## config.mk

```make
export PLATFORM = sky130hd
export DESIGN_NAME = rdric_top
export DESIGN_NICKNAME = d
export VERILOG_FILES = /design/src/rdric_pkg.sv /design/src/rdric_top.sv /design/src/rdric_setclr.sv
export VERILOG_INCLUDE_DIRS = /design/src
export SDC_FILE = /design/constraint.sdc
export NUM_CORES = 1
export LEC_CHECK = 0
export ABC_CLOCK_PERIOD_IN_PS = 1600
export BUFFER_PORTS_ARGS = -buffer_cell sky130_fd_sc_hd__buf_2
export CAP_MARGIN = 20
export CORE_MARGIN = 10
export CORE_UTILIZATION = 46
export DETAILED_ROUTE_END_ITERATION = 10
export PLACE_DENSITY_LB_ADDON = 0.12
export SLEW_MARGIN = 20
export SYNTH_ARGS = -nofsm -noshare
export SYNTH_HDL_FRONTEND = slang
export SYNTH_SLANG_ARGS = --single-unit
```

## constraint.sdc

```tcl
create_clock -name clk_i -period 1.6 [get_ports clk_i]
set_input_delay 0.08 -clock clk_i [delete_from_list [all_inputs] [get_ports clk_i]]
set_output_delay 0.08 -clock clk_i [all_outputs]
set_load 0.05 [all_outputs]
```

## src/rdric_regs.svh

```systemverilog
// Purpose: Register offsets, bit positions and reset values of the reader
//          interrupt controller.
// Assumes: Byte addresses on an 8-bit APB address.
// Notes:   Definitions only.
`ifndef RDRIC_REGS_SVH
`define RDRIC_REGS_SVH

// ----------------------------------------------------------------------
// Register offsets
// ----------------------------------------------------------------------
`define RDRIC_OFF_FLAGS0 8'h00
`define RDRIC_OFF_FLAGS1 8'h04
`define RDRIC_OFF_EN0 8'h08
`define RDRIC_OFF_EN1 8'h0c
`define RDRIC_OFF_STATUS 8'h10
`define RDRIC_OFF_WMARK 8'h14

// ----------------------------------------------------------------------
// Field positions
// ----------------------------------------------------------------------
`define RDRIC_SEL_BIT 7
`define RDRIC_F0_TX 0
`define RDRIC_F0_RX 1
`define RDRIC_F0_IDLE 2
`define RDRIC_F0_HI 3
`define RDRIC_F0_LO 4
`define RDRIC_F0_ERR 5
`define RDRIC_F0_CARD 6
`define RDRIC_F1_TMR_LSB 0
`define RDRIC_F1_SOF 4
`define RDRIC_F1_ANY 5
`define RDRIC_E1_PIN 6
`define RDRIC_ST_IRQ 0
`define RDRIC_ST_HI 1
`define RDRIC_ST_LO 2
`define RDRIC_WM_EXT 8

// ----------------------------------------------------------------------
// Masks, reset values and constants
// ----------------------------------------------------------------------
`define RDRIC_MASK_FULL 7'h7f
`define RDRIC_MASK_FLAGS1 7'h3f
`define RDRIC_SRC_EN1 7'h1f
`define RDRIC_RST_FLAGS 7'h00
`define RDRIC_RST_WMARK 9'h000
`define RDRIC_CMD_IDLE 5'h00
`define RDRIC_FIFO_SIZE 10'h200
`define RDRIC_ZERO32 32'h00000000

`endif

```

## src/rdric_pkg.sv

```systemverilog
// Purpose: Types shared by the reader interrupt controller files.
// Assumes: Source signals come from logic on the same clock.
// Notes:   Constants live in rdric_regs.svh.
package rdric_pkg;

    // ------------------------------------------------------------------
    // Event sources
    // ------------------------------------------------------------------
    typedef struct packed {
        logic [3:0] timer_underflow;
        logic tx_sending_data;
        logic tx_sending_eof;
        logic rx_end;
        logic [4:0] cmd_code;
        logic [7:0] rx_error;
        logic card_detect;
        logic sof_detect;
        logic [9:0] fifo_level;
    } rdric_src_t;

    // ------------------------------------------------------------------
    // APB request as seen by the slave
    // ------------------------------------------------------------------
    typedef struct packed {
        logic psel;
        logic penable;
        logic pwrite;
        logic [7:0] paddr;
        logic [31:0] pwdata;
    } rdric_apb_req_t;

endpackage : rdric_pkg

```

## src/rdric_top.sv

```systemverilog
// Purpose: Interrupt controller of a contactless reader frontend.
// Assumes: Event sources on clk_i; APB slave with one wait state.
// Notes:   Bit 7 of flag and enable writes picks set or clear.
//
// The register offsets and the APB slave port are this design's own decisions.
`timescale 1ns/1ns
`include "rdric_regs.svh"

module rdric_top (
    input wire logic clk_i,
    input wire logic arst_n_i,
    input wire logic psel_i,
    input wire logic penable_i,
    input wire logic pwrite_i,
    input wire logic [7:0] paddr_i,
    input wire logic [31:0] pwdata_i,
    output logic [31:0] prdata_o,
    output logic pready_o,
    output logic pslverr_o,
    input wire rdric_pkg::rdric_src_t src_i,
    output logic irq_o
);

    // ------------------------------------------------------------------
    // Functions
    // ------------------------------------------------------------------
    function automatic logic addr_is(input logic [7:0] a,
                                     input logic [7:0] off);
        addr_is = (a == off);
    endfunction : addr_is

    function automatic logic [31:0] pad8(input logic [7:0] v);
        pad8 = {24'h000000, v};
    endfunction : pad8

    function automatic logic rise(input logic now, input logic was);
        rise = now & ~was;
    endfunction : rise

    // ------------------------------------------------------------------
    // APB request
    // ------------------------------------------------------------------
    rdric_pkg::rdric_apb_req_t req;

    assign req.psel = psel_i;
    assign req.penable = penable_i;
    assign req.pwrite = pwrite_i;
    assign req.paddr = paddr_i;
    assign req.pwdata = pwdata_i;

    logic pready_q;
    logic pready_d;
    logic pslverr_q;
    logic pslverr_d;
    logic [31:0] prdata_q;
    logic [31:0] prdata_d;

    wire access = req.psel & req.penable;
    wire fire = access & pready_q;
    wire wr_fire = fire & req.pwrite;

    wire hit_f0 = addr_is(req.paddr, `RDRIC_OFF_FLAGS0);
    wire hit_f1 = addr_is(req.paddr, `RDRIC_OFF_FLAGS1);
    wire hit_e0 = addr_is(req.paddr, `RDRIC_OFF_EN0);
    wire hit_e1 = addr_is(req.paddr, `RDRIC_OFF_EN1);
    wire hit_st = addr_is(req.paddr, `RDRIC_OFF_STATUS);
    wire hit_wm = addr_is(req.paddr, `RDRIC_OFF_WMARK);
    wire mapped = hit_f0 | hit_f1 | hit_e0 | hit_e1 | hit_st | hit_wm;

    wire wr_f0 = wr_fire & hit_f0;
    wire wr_f1 = wr_fire & hit_f1;
    wire wr_e0 = wr_fire & hit_e0;
    wire wr_e1 = wr_fire & hit_e1;
    wire wr_wm = wr_fire & hit_wm;
    wire [7:0] wbyte = req.pwdata[7:0];

    // ------------------------------------------------------------------
    // Source conditioning
    // ------------------------------------------------------------------
    logic tx_data_q;
    logic cmd_busy_q;
    logic hi_q;
    logic lo_q;
    logic [8:0] wmark_q;
    logic [8:0] wmark_d;

    wire [9:0] fifo_free = `RDRIC_FIFO_SIZE - src_i.fifo_level;
    wire [9:0] wm_high = {1'b0, wmark_q};
    wire [9:0] wm_low = {2'b00, wmark_q[7:0]};
    wire hi_now = (fifo_free <= wm_high);
    wire lo_now = (src_i.fifo_level <= wm_low);
    wire cmd_idle_now = (src_i.cmd_code == `RDRIC_CMD_IDLE);

    wire ev_tx = tx_data_q & src_i.tx_sending_eof;
    wire ev_rx = src_i.rx_end;
    wire ev_idle = rise(cmd_idle_now, ~cmd_busy_q);
    wire ev_hi = rise(hi_now, hi_q);
    wire ev_lo = rise(lo_now, lo_q);
    wire ev_err = |src_i.rx_error;
    wire ev_card = src_i.card_detect;
    wire ev_sof = src_i.sof_detect;
    wire [3:0] ev_tmr = src_i.timer_underflow;

    assign wmark_d = wr_wm ? req.pwdata[`RDRIC_WM_EXT:0] : wmark_q;

    always_ff @(posedge clk_i or negedge arst_n_i) begin
        if (!arst_n_i) begin
            tx_data_q <= 1'b0;
            cmd_busy_q <= 1'b0;
            hi_q <= 1'b0;
            lo_q <= 1'b0;
            wmark_q <= `RDRIC_RST_WMARK;
        end else begin
            tx_data_q <= src_i.tx_sending_data;
            cmd_busy_q <= ~cmd_idle_now;
            hi_q <= hi_now;
            lo_q <= lo_now;
            wmark_q <= wmark_d;
        end
    end

    // ------------------------------------------------------------------
    // Flag and enable registers
    // ------------------------------------------------------------------
    logic [6:0] flags0;
    logic [6:0] flags1;
    logic [6:0] en0;
    logic [6:0] en1;
    logic [6:0] set0;
    logic [6:0] set1;

    assign set0[`RDRIC_F0_TX] = ev_tx;
    assign set0[`RDRIC_F0_RX] = ev_rx;
    assign set0[`RDRIC_F0_IDLE] = ev_idle;
    assign set0[`RDRIC_F0_HI] = ev_hi;
    assign set0[`RDRIC_F0_LO] = ev_lo;
    assign set0[`RDRIC_F0_ERR] = ev_err;
    assign set0[`RDRIC_F0_CARD] = ev_card;

    wire [6:0] pend0 = flags0 & en0;
    wire [6:0] pend1 = flags1 & en1 & `RDRIC_SRC_EN1;
    wire any_pend = (|pend0) | (|pend1);

    assign set1[`RDRIC_F1_TMR_LSB +: 4] = ev_tmr;
    assign set1[`RDRIC_F1_SOF] = ev_sof;
    assign set1[`RDRIC_F1_ANY] = any_pend;
    assign set1[`RDRIC_E1_PIN] = 1'b0;

    rdric_setclr u_flags0 (
        .clk_i(clk_i),
        .arst_n_i(arst_n_i),
        .wr_i(wr_f0),
        .wdata_i(wbyte),
        .wmask_i(`RDRIC_MASK_FULL),
        .set_i(set0),
        .q_o(flags0)
    );

    rdric_setclr u_flags1 (
        .clk_i(clk_i),
        .arst_n_i(arst_n_i),
        .wr_i(wr_f1),
        .wdata_i(wbyte),
        .wmask_i(`RDRIC_MASK_FLAGS1),
        .set_i(set1),
        .q_o(flags1)
    );

    rdric_setclr u_en0 (
        .clk_i(clk_i),
        .arst_n_i(arst_n_i),
        .wr_i(wr_e0),
        .wdata_i(wbyte),
        .wmask_i(`RDRIC_MASK_FULL),
        .set_i(`RDRIC_RST_FLAGS),
        .q_o(en0)
    );

    rdric_setclr u_en1 (
        .clk_i(clk_i),
        .arst_n_i(arst_n_i),
        .wr_i(wr_e1),
        .wdata_i(wbyte),
        .wmask_i(`RDRIC_MASK_FULL),
        .set_i(`RDRIC_RST_FLAGS),
        .q_o(en1)
    );

    // ------------------------------------------------------------------
    // Status and interrupt pin
    // ------------------------------------------------------------------
    logic irq_st_q;
    logic irq_q;
    wire pin_en = en1[`RDRIC_E1_PIN];
    wire [7:0] status_byte = {5'h00, hi_q, lo_q, irq_st_q} & 8'h07;
    wire [7:0] status_rd;

    assign status_rd[`RDRIC_ST_IRQ] = irq_st_q;
    assign status_rd[`RDRIC_ST_HI] = status_byte[`RDRIC_ST_LO];
    assign status_rd[`RDRIC_ST_LO] = status_byte[`RDRIC_ST_HI];
    assign status_rd[7:3] = 5'h00;

    always_ff @(posedge clk_i or negedge arst_n_i) begin
        if (!arst_n_i) begin
            irq_st_q <= 1'b0;
            irq_q <= 1'b0;
        end else begin
            irq_st_q <= any_pend;
            irq_q <= any_pend & pin_en;
        end
    end

    // ------------------------------------------------------------------
    // APB read path and answer
    // ------------------------------------------------------------------
    wire [31:0] rd_f0 = hit_f0 ? pad8({1'b0, flags0}) : `RDRIC_ZERO32;
    wire [31:0] rd_f1 = hit_f1 ? pad8({1'b0, flags1}) : `RDRIC_ZERO32;
    wire [31:0] rd_e0 = hit_e0 ? pad8({1'b0, en0}) : `RDRIC_ZERO32;
    wire [31:0] rd_e1 = hit_e1 ? pad8({1'b0, en1}) : `RDRIC_ZERO32;
    wire [31:0] rd_st = hit_st ? pad8(status_rd) : `RDRIC_ZERO32;
    wire [31:0] rd_wm = hit_wm ? {23'h0, wmark_q} : `RDRIC_ZERO32;
    wire [31:0] rd_mux = rd_f0 | rd_f1 | rd_e0 | rd_e1 | rd_st | rd_wm;

    // One wait state: answer on the second access cycle
    assign pready_d = access & ~pready_q;
    assign pslverr_d = pready_d & ~mapped;
    assign prdata_d = (pready_d & ~req.pwrite) ? rd_mux : `RDRIC_ZERO32;

    always_ff @(posedge clk_i or negedge arst_n_i) begin
        if (!arst_n_i) begin
            pready_q <= 1'b0;
            pslverr_q <= 1'b0;
            prdata_q <= `RDRIC_ZERO32;
        end else begin
            pready_q <= pready_d;
            pslverr_q <= pslverr_d;
            prdata_q <= prdata_d;
        end
    end

    assign pready_o = pready_q;
    assign pslverr_o = pslverr_q;
    assign prdata_o = prdata_q;
    assign irq_o = irq_q;

endmodule : rdric_top

```

## src/rdric_setclr.sv

```systemverilog
// Purpose: Seven-bit register with a set-or-clear selector in bit 7.
// Assumes: wr_i is a one-cycle write strobe.
// Notes:   Hardware set wins over a software clear in the same cycle.
`timescale 1ns/1ns
`include "rdric_regs.svh"

module rdric_setclr (
    input wire logic clk_i,
    input wire logic arst_n_i,
    input wire logic wr_i,
    input wire logic [7:0] wdata_i,
    input wire logic [6:0] wmask_i,
    input wire logic [6:0] set_i,
    output logic [6:0] q_o
);

    logic [6:0] q_q;
    logic [6:0] q_d;
    wire [6:0] hit = wdata_i[6:0] & wmask_i;
    wire sel = wdata_i[`RDRIC_SEL_BIT];
    wire [6:0] sw_set = q_q | hit;
    wire [6:0] sw_clr = q_q & ~hit;
    wire [6:0] sw_val = sel ? sw_set : sw_clr;
    wire [6:0] base = wr_i ? sw_val : q_q;

    // Event set has priority over a clear in the same cycle
    assign q_d = base | (set_i & wmask_i);
    assign q_o = q_q;

    always_ff @(posedge clk_i or negedge arst_n_i) begin
        if (!arst_n_i) begin
            q_q <= `RDRIC_RST_FLAGS;
        end else begin
            q_q <= q_d;
        end
    end

endmodule : rdric_setclr

```

* Yosys cells after proc, flatten, opt, wreduce, memory -nomap -nowiden
Index checks and enable logic that the tools add are counted.
Cells by class: $add $sub $neg 1, $lt $le $gt $ge 2, equal/unequal tests 5, multiplexer cells 13, bitwise gates (word level) 47, reduce and logical (&&, ||, !) cells 5
Operators with widths (count):
- $mux 7 | 10
- $or 7x7->7 | 7
- $and 7x7->7 | 5
- $mux 32 | 1
- $and 1x1->1 | 16
- $eq 8x4->1 const B | 2
- $eq 8x5->1 const B | 2
- $or 7x6->7 | 2
- $le 10x8->1 | 1
- $le 10x9->1 | 1
- $sub 10x10->10 const A | 1
- $mux 9 | 1
- $or 7x9->9 | 1
- $eq 8x3->1 const B | 1
- $logic_not 8->1 | 1
- $reduce_or 8->1 | 1
- $not 6->7 | 1
- $not 7->7 | 1
- $or 7x3->7 | 1
- $reduce_or 7->1 | 1
- $not 1->1 | 6
- $or 1x1->1 | 6
- $and 5x5->5 | 1
- $logic_not 5->1 | 1
- 2 further kinds | 2
Word-level totals: register bits after elaboration 77, bits of input ports 77, output and inout bits 35, word-level logic and storage cells 87

* Depth between registers and ports, before layout
depth after elaboration 8, gate-level depth with buffers 10, mapped depth without buffers 10

* By module
Synthesis repeated with hierarchy kept, for this count alone.
Unflattened totals: cell total of the unflattened synthesis 330, area, all modules 3570.9 um2
Modules (own cells, without submodules):
- rdric_top | times used 1, cells an instance 206, area an instance 2109.5 um2, seq. area each 650.6 um2
- rdric_setclr | times used 4, cells an instance 31, area an instance 365.4 um2, seq. area each 175.2 um2

* Worst setup path before layout
Ideal clock, no wire load.
path type register to register, from register pready_q, in the netlist pready_o, to register (tool-made name), library setup time 0.125 ns, data arrival time 2.052 ns, data required time 1.475 ns, slack -0.576 ns, cell stages (with the launch flop) 7, path buffers 1, period minus slack after synthesis 2.176 ns, cells stage by stage dfrtp_1 -> nand4_1 -> nor4_4 -> and3b_1 -> buf_2 -> nand2_1 -> mux2_2
RTL lines:
- start: declaration | line rdric_top.sv:51 | logic pready_q;
- start signal: assignment | line rdric_top.sv:235 | pready_q <= pready_d;

* Final worst setup path
from input src_i[2] (netlist name), to register u_flags0.q_q[3], in the netlist u_flags0.q_o[3]
On the way: word-level cells in the longest chain between the ends 4
Ends and longest elaborated chain:
- start: declaration | line rdric_top.sv:20 | input wire rdric_pkg::rdric_src_t src_i,
- $sub 10x10->10 (no source line)
- $le 10x9->1 | line rdric_top.sv:90 | wire hi_now = (fifo_free <= wm_high);
- $and 1x1->1 | line rdric_top.sv:37 | rise = now & ~was;
- $or 7x7->7 | line rdric_setclr.sv:27 | assign q_d = base | (set_i & wmask_i);
- via u_flags0.q_d[3] | line rdric_setclr.sv:18 | logic [6:0] q_d;
- end signal: assignment | line rdric_setclr.sv:32 | q_q <= `RDRIC_RST_FLAGS;
- end signal: assignment | line rdric_setclr.sv:34 | q_q <= q_d;
- end: declaration | line rdric_setclr.sv:17 | logic [6:0] q_q;
The timed path passes the listed nets, and every way through them passes these cells. A chain may end at the register's enable or synchronous reset.

==> summary.md <==
| Metric | Value |
|---|---|
| CP max FO | 3 |
| Worst Max-Slew Pin Slew | 0.552 ns |
| Die ar. | about 11000 sq um |
| Share of cells above drive strength 1 | between 40% and 50% |
| Antenna viol nets, final | 0 |
| Initial Utilization | 47.3% |
| Synth warn | 0 |
| Status | complete, but fails checks |
| Number of synthesized flops with an enable pin | 0 |
| Vias | between 2k and 3k |
| Mapped Cells | around 320 |
| I/O Pins | approximately 110 |
| Final hold vios | 0 |
| Non-Filler Instances | 533 |
| Clk root buf | clkbuf_8 |
| Top cells by area, synth | dfrtp_1 41%, mux2_2 9.7%, ha_1 6.6% |
| Layout Nets | 530 |
| CTS H-tree depth | 2 |
| Port bufs | 65 |
| ANT cells | 0 |
| DRC viols | 0 |
| Total track usage | between 15 and 20% |
| Slew Viols, Final | 0 |
| Fmax | 0.593 GHz |
| Crit path kind | primary input to register |
| Class of the worst hold path | primary input to register |
| Vias in the first global route | ~3.0k |
| Switching Fraction | just under 30% |
| DRT Pass-1 Iters | 4 |
| Critical Path AT | about 1.9 ns |
| Clk pwr share | ~29% |
| Initial antenna violation count | 0 |
| Cell taking the most area after synthesis | dfrtp_1 |
| Area growth, synth to finish | 34.9% |
| Core Region | 6830 sq um |
| Flip-flop and latch count after synthesis | 53 |
| Final worst setup slack | -0.0867 ns |
| Pwr/cell area | ~620 nW/um^2 |
| Synth Flop Type | dfrtp_1 |
| First-pass GRT wire length | around 15 mm |
| Share of the synthesized area in the top cell type | roughly two fifths |
| Dpl hpwl | around 6.9 mm |
| Worst-Skew Late Latency | about 0.3 ns |
| Comb power frac | between 20 and 25% |
| Internal power | 0.00191 W |
| Pre-CTS setup slack | -0.478 ns |
| Netlist Area Pre-Place | around 3200 sq um |
| Die Y | just over 100 microns |
| Rows | 30 |
| Post-synthesis sequential area ratio | 41.0% |
| Net switching power | about 0.0008 W |
| Max Cap Viol | 0 |
| Bufs on Longest Clock Path | 2 |
| Synth cell count leaders | 53 x dfrtp_1, 31 x nand2_1, 28 x mux2_2 |
| Max Clock Skew | about 0.010 ns |
| Crit path launch type | primary input |
| Placed Cells | about 500 |
| Failing checks | setup timing |
| Largest net degree at the start of global routing | 32 |
| Final Wtd Congestion | a little over 0.9 |
| Synth cell types | between 40 and 50 |
| Max VDD drop | 0.460 mV |
| Required @ worst endpoint | between 1.5 and 2 ns |
| CTS Buf Count | 5 |
| Tmin final | between 1.5 and 2 ns |
| Grt total ovfl | 0 |
| Routed length per instance | 16.7 microns |
| Max-Slew Margin vs Limit | a little over three fifths |
| Die W | roughly 100 microns |
| Total power | 0.00271 W |
| Sink Count | 53 |
| Lkg Pwr | approximately 2.1 nW |
| Reg clk slew, reported paths | approximately 0.090 ns |
| Syn avg cell area | between 10 and 15 sq um |
| FFs w/ async S/R, synth | 100% |
| Post-Route WL | 8.91 mm |
| Vias per cell | between 5 and 6 |
| Most frequent cell after synthesis | dfrtp_1 |
| CP Capture Type | register |
| Unrepaired setup endpoints after global routing | yes |
| TritonCTS clock tree | yes |
| Final Setup Violations | 16 |
| Seq pwr share | about half |
| Initial DRC count | 67 |
| Final period util | 105% |
## final timing paths
kind                                             start                   endpoint  slack [ns]  cells after the start
worst min register to register     tx_data_q$_DFF_PN0_  u_flags0.q_o[0]$_DFF_PN0_        0.45                      2
worst max register to register  wmark_q[5]$_DFFE_PN0P_  u_flags0.q_o[3]$_DFF_PN0_       -0.05                      8
min in group asynchronous                     arst_n_i                  async pin        0.29                      2
max in group asynchronous                     arst_n_i         irq_st_q$_DFF_PN0_        0.76                      3
worst min-delay path                       pwdata_i[8]     wmark_q[8]$_DFFE_PN0P_        0.02                      2
worst max-delay path                          src_i[2]  u_flags0.q_o[3]$_DFF_PN0_       -0.09                     10
## layout by cell type, fill, tap and decap left out, drive strengths merged, types with 3 or more instances in the layout
cell and n:
inv 16, mux2i 6, mux4 5, buf 112
nor3 13, mux2 28, a21oi 13, nand2 31
xor2 4, xnor2 4, clkbuf 6, a22o 3
nor2b 3, o21ai 4, nand3 18, nor4 5
dlygate4sd3 11, dfrtp 53, conb 23, nor2 22
ha 17, nand4 5, a221oi 3, a22oi 5
## per-layer routing
| metal | global-route usage, % | routed length [microns] | vias to the layer above |
|---|---|---|---|
| met5 | 0 | 0 | - |
| met1 | 20.3 | 3780 | 1324 |
| met2 | 27.9 | 4460 | 91 |
| met4 | 3.28 | 149 | 0 |
| met3 | 3.72 | 525 | 12 |
| li1 | - | - | 1318 |
## cells by family after synthesis
family | count (synthesis) | synth area share, %
flip-flops | 53 | 41.0
adder cells (fa/ha/maj) | 17 | 6.58
XOR/XNOR | 8 | 2.17
AND/OR/NAND/NOR | 109 | 18.0
multiplexers | 39 | 15.1
AO/OA/AOI/OAI | 40 | 8.36
buffers and inverters | 50 | 8.74
other | 1 | 0.116
## timing repair
item                                    CTS  global route
buffers inserted                          2             3
hold buffers                             11             0
cloned                                    1             1
endpoints found under the setup margin   27            23
resized for setup                        14            26
hold endpoints to repair                 26             0
pin swaps                                11            17
## metrics by stage
stage | hold slack (ns) | area (sq um) | utilization (%) | setup TNS, ns
after floorplan | -0.216 | 3410 | - | -10.10
after global placement | 0.0962 | 3950 | 57.9 | -11.43
after detailed placement | 0.103 | 3950 | 57.9 | -12.39
after CTS | 0.0143 | 4260 | 62.3 | -0.563
after global routing | 0.0149 | 4360 | 63.9 | -1.43
final | 0.0230 | 4360 | 63.9 | -0.713
## power by group through the flow
stage / Combinational (W) / Sequential, W / Clock (W)
CTS: 0.000531 / 0.00136 / 0.000818
global route: 0.000601 / 0.00136 / 0.000881
floorplan: 0.000314 / 0.00140 / 0
finish: 0.000552 / 0.00136 / 0.000798
detailed placement: 0.000494 / 0.00139 / 0
global placement: 0.000489 / 0.00139 / 0
## final cells by class
class                           instances  area (sq um)
Clock buffer                            6          82.6
Clock inverter                          2          13.8
Fill cell                             581          2470
Inverter                               16          60.1
Multi-Input combinational cell        237          1930
Sequential cell                        53          1330
Tap cell                               96           120
Timing Repair Buffer                  123           832
## worst max-delay path, cell delays in order
cell and delay, ns:
buf_8 0.10, nor4_4 0.34, buf_4 0.19, nand3_4 0.07, xor2_2 0.18, ha_1 0.31
nand4_1 0.12, o32ai_2 0.32, a21oi_2 0.07, o21ai_1 0.13
(Power assumes the default switching activity.)
